--- src/hw/gppp_pkg.sv ---
// Package of the general purpose pin port: register map, field layout,
// reset values and widths shared by the port and its pin cells.
// Assumes a 32-bit APB register bus with byte addresses.

package gppp_pkg;

    // ************************************************************
    // Sizes
    // ************************************************************
    localparam int unsigned GPPP_PINS       = 16;
    localparam int unsigned GPPP_ADDR_W     = 12;
    localparam int unsigned GPPP_DATA_W     = 32;

    // ************************************************************
    // Register byte offsets
    // ************************************************************
    localparam logic [11:0] GPPP_OFF_FUNC   = 12'h418;
    localparam logic [11:0] GPPP_OFF_DIR    = 12'h41C;
    localparam logic [11:0] GPPP_OFF_LEVEL  = 12'h420;

    // ************************************************************
    // Field layout and values after fundamental reset
    // ************************************************************
    localparam int unsigned GPPP_FIELD_LSB  = 0;
    localparam int unsigned GPPP_FIELD_MSB  = 15;
    localparam logic [15:0] GPPP_FUNC_RST   = 16'h0000;
    localparam logic [15:0] GPPP_DIR_RST    = 16'h0000;
    localparam logic [15:0] GPPP_LEVEL_RST  = 16'h0000;
    localparam logic [15:0] GPPP_RSVD_BITS  = 16'h0000;
    localparam logic [31:0] GPPP_RDATA_RST  = 32'h0000_0000;

endpackage

--- src/hw/gppp_pin_cell.sv ---
// One pin driver of the general purpose pin port: chooses between the
// alternate function and software control and registers the pad drive.
// Assumes pclk/presetn of the register bus; the pad wire is resolved
// outside from pad_out and pad_oe.

`timescale 1ns/10ps
`default_nettype none

module gppp_pin_cell
    import gppp_pkg::*;
(
    // Clock and fundamental reset
    input  wire logic pclk,
    input  wire logic presetn,
    // Control from the register file
    input  wire logic sel_alt,
    input  wire logic dir_out,
    input  wire logic sw_level,
    // Alternate function drive
    input  wire logic alt_out,
    input  wire logic alt_oe,
    // Pad side
    output var  logic pad_out,
    output var  logic pad_oe
);

    // ************************************************************
    // Pad drive selection
    // ************************************************************
    // The drive is registered so that the pad never sees a glitch from
    // the select mux; this costs one cycle of latency on alternate and software drive alike.
    always_ff @(posedge pclk or negedge presetn) begin
        if (!presetn) begin
            pad_out <= 1'b0;
            pad_oe  <= 1'b0;
        end else if (sel_alt) begin
            pad_out <= alt_out;
            pad_oe  <= alt_oe;
        end else begin
            pad_out <= sw_level;
            pad_oe  <= dir_out;
        end
    end

endmodule

`default_nettype wire

--- src/hw/gppp_port.sv ---
// Contract
// - Function-select bit one hands that pin to its alternate function.
// - Function-select bit zero makes that pin a software-controlled pin.
// - Software pin with direction bit one is driven as an output.
// - Software pin with direction bit zero is an input, driver off.
// - Alternate-function pins take direction and drive from that function.
// - Reading the level register returns every pin's present level.
// - Writing the level register changes only software output pins.
//
// Sixteen-pin general purpose port with an APB register slave.
// Assumes pin inputs are synchronous to pclk, presetn is the fundamental
// reset and warm_rst_n a synchronous warm reset from the reset controller.

`timescale 1ns/10ps
`default_nettype none

module gppp_port
    import gppp_pkg::*;
#(
    parameter int unsigned PINS   = GPPP_PINS,
    parameter int unsigned ADDR_W = GPPP_ADDR_W
)
(
    // Clock and resets
    input  wire logic              pclk,
    input  wire logic              presetn,
    input  wire logic              warm_rst_n,
    // APB slave
    input  wire logic              psel,
    input  wire logic              penable,
    input  wire logic              pwrite,
    input  wire logic [ADDR_W-1:0] paddr,
    input  wire logic [31:0]       pwdata,
    output var  logic [31:0]       prdata,
    output logic                   pready,
    output logic                   pslverr,
    // Alternate functions
    input  wire logic [PINS-1:0]   alt_out,
    input  wire logic [PINS-1:0]   alt_oe,
    output logic [PINS-1:0]        alt_in,
    // Pins
    input  wire logic [PINS-1:0]   gpio_in,
    output logic [PINS-1:0]        gpio_out,
    output logic [PINS-1:0]        gpio_oe
);

    // ************************************************************
    // Registers and decode
    // ************************************************************
    logic [PINS-1:0] pin_function_select;
    logic [PINS-1:0] pin_direction;
    logic [PINS-1:0] pin_level;
    logic [PINS-1:0] sw_out_mask;
    logic            setup_rd;
    logic            access_wr;

    function automatic logic addr_hit(input logic [ADDR_W-1:0] addr,
                                      input logic [11:0]       off);
        addr_hit = (addr == off[ADDR_W-1:0]);
    endfunction

    function automatic logic addr_mapped(input logic [ADDR_W-1:0] addr);
        addr_mapped = addr_hit(addr, GPPP_OFF_FUNC) ||
                      addr_hit(addr, GPPP_OFF_DIR)  ||
                      addr_hit(addr, GPPP_OFF_LEVEL);
    endfunction

    assign setup_rd    = psel && !penable && !pwrite;
    assign access_wr   = psel && penable && pwrite && addr_mapped(paddr);
    assign sw_out_mask = ~pin_function_select & pin_direction;

    // Zero wait states; unmapped addresses answer with an error.
    assign pready  = 1'b1;
    assign pslverr = psel && penable && !addr_mapped(paddr);

    // ************************************************************
    // Sticky configuration
    // ************************************************************
    // Only the fundamental reset clears these; a warm reset must leave
    // a board's pin assignment intact while the rest of the chip restarts.
    always_ff @(posedge pclk or negedge presetn) begin
        if (!presetn) begin
            pin_function_select <= GPPP_FUNC_RST;
        end else if (access_wr && addr_hit(paddr, GPPP_OFF_FUNC)) begin
            pin_function_select <= pwdata[PINS-1:0];
        end
    end

    always_ff @(posedge pclk or negedge presetn) begin
        if (!presetn) begin
            pin_direction <= GPPP_DIR_RST;
        end else if (access_wr && addr_hit(paddr, GPPP_OFF_DIR)) begin
            pin_direction <= pwdata[PINS-1:0];
        end
    end

    // Bits of pins that are not software outputs keep their old value.
    always_ff @(posedge pclk or negedge presetn) begin
        if (!presetn) begin
            pin_level <= GPPP_LEVEL_RST;
        end else if (access_wr && addr_hit(paddr, GPPP_OFF_LEVEL)) begin
            pin_level <= (pwdata[PINS-1:0] & sw_out_mask) |
                         (pin_level & ~sw_out_mask);
        end
    end

    // ************************************************************
    // Read data
    // ************************************************************
    // Read data are captured in the setup cycle so they are stable from
    // a flop through the whole access phase. Warm reset clears them.
    always_ff @(posedge pclk or negedge presetn) begin
        if (!presetn) begin
            prdata <= GPPP_RDATA_RST;
        end else if (!warm_rst_n) begin
            prdata <= GPPP_RDATA_RST;
        end else if (setup_rd) begin
            prdata <= GPPP_RDATA_RST;
            if (addr_hit(paddr, GPPP_OFF_FUNC)) begin
                prdata[PINS-1:0] <= pin_function_select;
            end else if (addr_hit(paddr, GPPP_OFF_DIR)) begin
                prdata[PINS-1:0] <= pin_direction;
            end else if (addr_hit(paddr, GPPP_OFF_LEVEL)) begin
                prdata[PINS-1:0] <= gpio_in;
            end
        end
    end

    // ************************************************************
    // Pin cells
    // ************************************************************
    // The alternate function always sees the live pin level.
    assign alt_in = gpio_in;

    for (genvar i = 0; i < PINS; i++) begin : g_pin
        gppp_pin_cell u_cell (
            .pclk     (pclk),
            .presetn  (presetn),
            .sel_alt  (pin_function_select[i]),
            .dir_out  (pin_direction[i]),
            .sw_level (pin_level[i]),
            .alt_out  (alt_out[i]),
            .alt_oe   (alt_oe[i]),
            .pad_out  (gpio_out[i]),
            .pad_oe   (gpio_oe[i])
        );
    end

    // ************************************************************
    // Assertions
    // ************************************************************
    property p_alt_out;
        @(posedge pclk) disable iff (!presetn)
        ##1 ((gpio_out & $past(pin_function_select)) ==
             ($past(alt_out) & $past(pin_function_select)));
    endproperty
    a_alt_out: assert property (p_alt_out)
        else $error("Alternate pin does not carry its function output.");

    property p_sw_level;
        @(posedge pclk) disable iff (!presetn)
        ##1 ((gpio_out & ~$past(pin_function_select)) ==
             ($past(pin_level) & ~$past(pin_function_select)));
    endproperty
    a_sw_level: assert property (p_sw_level)
        else $error("Software pin does not carry the level register.");

    property p_sw_drive;
        @(posedge pclk) disable iff (!presetn)
        ##1 ((gpio_oe & $past(sw_out_mask)) == $past(sw_out_mask));
    endproperty
    a_sw_drive: assert property (p_sw_drive)
        else $error("Software output pin is not driven.");

    property p_sw_input;
        @(posedge pclk) disable iff (!presetn)
        ##1 ((gpio_oe & ~$past(pin_function_select) &
              ~$past(pin_direction)) == '0);
    endproperty
    a_sw_input: assert property (p_sw_input)
        else $error("Software input pin has its driver on.");

    property p_alt_oe;
        @(posedge pclk) disable iff (!presetn)
        ##1 ((gpio_oe & $past(pin_function_select)) ==
             ($past(alt_oe) & $past(pin_function_select)));
    endproperty
    a_alt_oe: assert property (p_alt_oe)
        else $error("Alternate pin enable does not follow its function.");

    property p_level_read;
        @(posedge pclk) disable iff (!presetn)
        (setup_rd && warm_rst_n && addr_hit(paddr, GPPP_OFF_LEVEL))
        |=> (prdata[PINS-1:0] == $past(gpio_in)) &&
            (prdata[31:PINS] == '0);
    endproperty
    a_level_read: assert property (p_level_read)
        else $error("Level read does not return the pin levels.");

    property p_level_write;
        @(posedge pclk) disable iff (!presetn)
        (access_wr && addr_hit(paddr, GPPP_OFF_LEVEL))
        |=> ((pin_level & $past(sw_out_mask)) ==
             ($past(pwdata[PINS-1:0]) & $past(sw_out_mask))) &&
            ((pin_level & ~$past(sw_out_mask)) ==
             ($past(pin_level) & ~$past(sw_out_mask)));
    endproperty
    a_level_write: assert property (p_level_write)
        else $error("Level write touched a pin that is not an output.");

    property p_sticky;
        @(posedge pclk) disable iff (!presetn)
        (!warm_rst_n && !access_wr)
        |=> $stable(pin_function_select) && $stable(pin_direction);
    endproperty
    a_sticky: assert property (p_sticky)
        else $error("Warm reset disturbed sticky pin configuration.");

endmodule

`default_nettype wire

--- config.mk ---
export PLATFORM = sky130hd
export DESIGN_NAME = gppp_port
export DESIGN_NICKNAME = d
export VERILOG_FILES = /design/src/hw/gppp_pkg.sv /design/src/hw/gppp_pin_cell.sv /design/src/hw/gppp_port.sv
export SDC_FILE = /design/constraint.sdc
export NUM_CORES = 1
export LEC_CHECK = 0
export BUFFER_PORTS_ARGS = -buffer_cell sky130_fd_sc_hd__buf_2
export CAP_MARGIN = 10
export CORE_UTILIZATION = 53
export DETAILED_ROUTE_END_ITERATION = 12
export PLACE_DENSITY = 0.92
export SYNTH_ARGS = -nofsm -noshare
export SYNTH_HDL_FRONTEND = slang
export SYNTH_SLANG_ARGS = --single-unit
--- constraint.sdc ---
create_clock -name pclk -period 2.75 [get_ports pclk]
set_input_delay 0.275 -clock pclk [delete_from_list [all_inputs] [get_ports pclk]]
set_output_delay 0.275 -clock pclk [all_outputs]
set_load 0.01 [all_outputs]
# Yosys cells after proc, flatten, opt, wreduce, memory -nomap -nowiden
# Cells that the tools add are included.
word_totals:
  register_bits: 112
  inputBits: 98
  out_inout_bits: 82
  elab_cells: 97
op_classes:
  eq_ne: 4
  muxes: 37
  bitwise: 6
  n_reduce_logical: 14
op_table:
  columns: ["operator", "n"]
  rows:
  - ["$mux W32", 2]
  - ["$and A16 B16 Y16", 3]
  - ["$mux W16", 3]
  - ["$eq A12 B11 Y1 const B", 3]
  - ["$mux W1", 32]
  - ["$not A16 Y16", 2]
  - ["$or A16 B16 Y16", 1]
  - ["$logic_and A1 B1 Y1", 9]
  - ["$logic_not A1 Y1", 3]
  - ["$logic_or A1 B1 Y1", 2]
  - ["$ne A2 B1 Y1 const B", 1]

# Logic depth before layout (Yosys ltp)
logic_depth:
  word_depth: 6
  depth_mapped: 6

# Cells and area by module
# A second synthesis with hierarchy kept.
unflattened:
  hier_cells: 359
  hier_area_um2: 4521.8
by_module_without_submodules:
  columns: ["module", "instances", "cells_each", "area_each_um2", "seq_area_each_um2"]
  rows:
  - ["gppp_port", 1, 295, 3360.7, 1601.5]
  - ["gppp_pin_cell", 16, 4, 72.6, 50.0]

# Worst setup path after synthesis
# OpenSTA, ideal clock, no wires.
synth_path:
  kind: "input to register"
  from: "in paddr[9]"
  to: "reg pin_direction[10]"
  setup_time_ns: 0.125
  arrival_ns: 1.624
  path_slack_ns: 1.001
  cell_stages: 5
  path_buffers: 1
  cell_sequence: "nor4b_4 -> nand4_4 -> nor3_4 -> buf_6 -> mux2_2"
synth_via:
  elab_chain_len: 5
  elab_cells_between_ends: 7
  classes_between: "3 x eq/ne; 4 x reduce/logical"
synth_rtl:
  columns: ["element", "line", "rtl"]
  rows:
  - ["start: declaration", "gppp_port.sv:32", "input wire logic [ADDR_W-1:0] paddr,"]
  - ["$eq A12 B11 Y1", "gppp_port.sv:59", "addr_hit = (addr == off[ADDR_W-1:0]);"]
  - ["$logic_or A1 B1 Y1", "gppp_port.sv:63", "addr_mapped = addr_hit(addr, GPPP_OFF_FUNC) ||"]
  - ["$logic_or A1 B1 Y1", "gppp_port.sv:64", "addr_hit(addr, GPPP_OFF_DIR) ||"]
  - ["$logic_and A1 B1 Y1", "gppp_port.sv:69", "assign access_wr = psel && penable && pwrite && addr_mapped(paddr);"]
  - ["$logic_and A1 B1 Y1 (*)", "gppp_port.sv:92", "end else if (access_wr && addr_hit(paddr, GPPP_OFF_DIR)) begin"]
  - ["end signal: assignment", "gppp_port.sv:93", "pin_direction <= pwdata[PINS-1:0];"]
  - ["end: declaration", "gppp_port.sv:51", "logic [PINS-1:0] pin_direction;"]
# Every way passes the cells marked *; elsewhere a longest branch is shown, timed or not.
# A chain may end at the register's enable or synchronous reset.

# Worst setup path in the final report
layout_path:
  from: "in paddr[2]"
  to: "out pslverr"
layout_via:
  elab_chain_len: 5
  elab_cells_between_ends: 7
  classes_between: "3 x eq/ne; 4 x reduce/logical"
layout_rtl:
  columns: ["element", "line", "rtl"]
  rows:
  - ["$eq A12 B11 Y1", "gppp_port.sv:59", null]
  - ["$logic_or A1 B1 Y1", "gppp_port.sv:63", null]
  - ["$logic_or A1 B1 Y1 (*)", "gppp_port.sv:64", null]
  - ["$logic_not A1 Y1 (*)", "gppp_port.sv:74", "assign pslverr = psel && penable && !addr_mapped(paddr);"]
  - ["$logic_and A1 B1 Y1 (*)", "gppp_port.sv:74", null]
  - ["end: declaration", "gppp_port.sv:36", "output logic pslverr,"]
# Marked as above.

==> metrics <==
antenna-violating nets left 0; core area slightly above 0.008 sq mm; FFs w/ async S/R, synth 100%; cells on worst reg2reg path 3; Final Setup Violations 0; initial core utilization 55.2%; DIE AREA 0.00902 sq mm; Final nets 607; Tot GR Track Use roughly a quarter; CTS root buffer clkbuf_8; Critical Path, Cell by Cell buf_2 -> inv_2 -> nand4_1 -> buf_4 -> nand2_1 -> a31oi_1 -> buf_2; CTS Buf Count 9; # DRC 0; die width 95.0 microns; average wire per standard cell 16.3 microns; Sequential Power Share 53.6%; largest net degree at the start of global routing 90; drt total wl 10,100 microns; total gr overflow 0; RSZ-0062 raised after global routing no; Worst setup EP type output port; Rows 33; Critical Path AT around 1.5 ns; Mapped Cells 404; NetSw 608 uW; Hold Buf Count CTS 0; GPL Wtd Cong between 0.8 and 0.9; Mapped Area 0.00458 sq mm; crit path max fanout 19; most frequent cell after synthesis dfrtp_1; Inserted Diodes 0; first-pass GRT wire length ~16,000 microns; finished layout cell area 0.00531 sq mm; # IOs 180; Logic pwr share 6.9%; CP max-delay cell inv_2; CTS tree built; Leak 0.00289 uW; clock tree buffer depth 2; delay of the slowest critical-path stage 0.32 ns; post-CTS setup repair buffer count 0; mux cell area share after synthesis 15.7%; PortBufs 146; Clock power frac 39.4%; vias per cell 5.30; drt initial violations 137; Vias 3,279; Compound-Gate Fraction of Synth Area 8.16%; clk sinks 96; Setup crit start kind primary input; Worst EP required 2.48 ns; CP dominant cell by count buf_2; area share of xor/xnor cells in the synthesized design 0%; dpl hpwl 7190 microns; post-CTS sizing 0; synth top area cells dfrtp_1 52%, mux2_2 16%, buf_4 11%; Hold WS approximately 0.12 ns; Die Ht about 95 microns; crit path time final approximately 1.7 ns; Syn Area/Cell 11.3 sq um; commonest cells in the synthesized netlist 96 x dfrtp_1, 66 x buf_4, 64 x mux2_2; Synth warnings 0; synth unique cells 31; Post-synth EDFFs 0; vias in the first global route about 3,300; outcome finished clean; Pwr Total 2630 uW; Crit. path cell count 7; cell family with most CP delay buffers and inverters; Adder-Cell Fraction of Synth Area 0%; relative slew slack 46.6%; hold path cells 3; internal power 2030 uW; post-synth top area share 52.4%; area leader, netlist dfrtp_1; FMAX 576 MHz; VDD IR max 0.000350 V; register area share after synthesis 52.4%; Net Sw Frac between 20% and 30%; layout cell share with drive strength beyond 1 47.5%; Sum Neg Setup Slack 0 ns; synthesis-stage register bit count 96; Cell Area, Placed 0.00504 sq mm; number of antenna violations at the first check in global routing 0; Post-Synth Simple-Gate Area about 11%; # fillers 662; Area Overhead vs Synth 15.9%; fin crit share between 60% and 70%; drt pass-1 iters 5; Final Max Slew Viols 0; CP Class in -> out; Pwr Density about 500 mW/mm^2; CTS clock-pin slew for the worst setup and hold paths 0.10 ns; H-tree levels 3; Worst-Margin Slew 0.798 ns; Max-Cap Viols 0; dominant synthesized flop cell dfrtp_1; min-delay worst type in -> reg; Clock Skews about 0.016 ns; dominant combinational cell family by area after synthesis multiplexers; WP buf/inv 4; Skew-Pair Late Insertion Delay 0.36 ns; Final Hold Viols 0
## worst paths after layout
path,start,endpoint,slack [ns]
max in group asynchronous,presetn,pin_function_select[11]$_DFFE_PN0P_,1.70
min,alt_oe[4],g_pin[4].u_cell.pad_oe$_DFF_PN0_,0.12
max reg2reg,pin_function_select[8]$_DFFE_PN0P_,flop,1.45
min in group asynchronous,presetn,g_pin[0].u_cell.pad_out$_DFF_PN0_,0.42
min reg2reg,prdata[8]$_DFFE_PN0P_,prdata[8]$_DFFE_PN0P_,0.50
max,paddr[2],pslverr,1.01
## power by group through the flow
stage	clock network (uW)	registers, uW	logic [uW]
2_1_floorplan	0	1440	85.3
5_1_grt	1110	1410	202
4_1_cts	1060	1410	178
3_5_place_dp	0	1440	177
3_3_place_gp	0	1440	171
6_report	1040	1410	182
## final cells by class
type / instances / area, sq um / area share [%]
sequential: 96 / 2400 / 45.3
clock inverter: 6 / 91.3 / 1.72
clock buffer: 10 / 138 / 2.59
tap: 105 / 131 / 2.47
inverter: 1 / 3.75 / 0.0707
multi-input combinational: 243 / 1700 / 32.0
timing repair buffer: 158 / 846 / 15.9
## logic make-up (layout without fill, tap and decap cells)
kind of cell,count (synthesis),in the layout
flip-flops,96,96
multiplexers,64,64
buffers and inverters,80,175
AND/OR/NAND/NOR,99,99
AO/OA/AOI/OAI,63,63
other,2,17
## worst register-to-register path, stage by stage (launching register included)
cell      delay, ns
dfrtp_1        0.43
nand2b_1       0.17
nor3_1         0.23
mux2_2         0.37
## placed cells by master (no fill, tap or decap), types with 2 or more instances in the layout
cell type / instances
a21o_1: 2
a21oi_1: 28
a32o_1: 2
and2_1: 2
buf_2: 145
buf_4: 11
bufinv_16: 2
clkbuf_8: 10
clkinv_4: 2
conb_1: 17
dfrtp_1: 96
mux2_2: 64
nand2_1: 49
nand2b_1: 16
nor2_1: 5
nor3_1: 16
o21ai_0: 14
o2bb2ai_1: 2
o31ai_1: 14
## through the flow
step / instances / worst slack (ns) / utilization, %
detailed placement: 601 / 0.731 / 60.8
global placement: 601 / 0.791 / 60.8
finish: 619 / 1.01 / 64.0
global route: 619 / 0.941 / 64.0
CTS: 617 / 1.02 / 63.5
floorplan: 419 / 1.00 / -
## metal layers
layer | vias to the layer above | part of all wire, % | routed length (microns) | GRT usage (%)
met5 | - | 0 | 0 | 0
met4 | 0 | 1.4 | 142 | 9.09
met3 | 13 | 5.9 | 597 | 5.23
met2 | 128 | 52 | 5270 | 40.8
met1 | 1610 | 40 | 4080 | 28.4
li1 | 1528 | - | - | -
(Power assumes the default switching activity.)
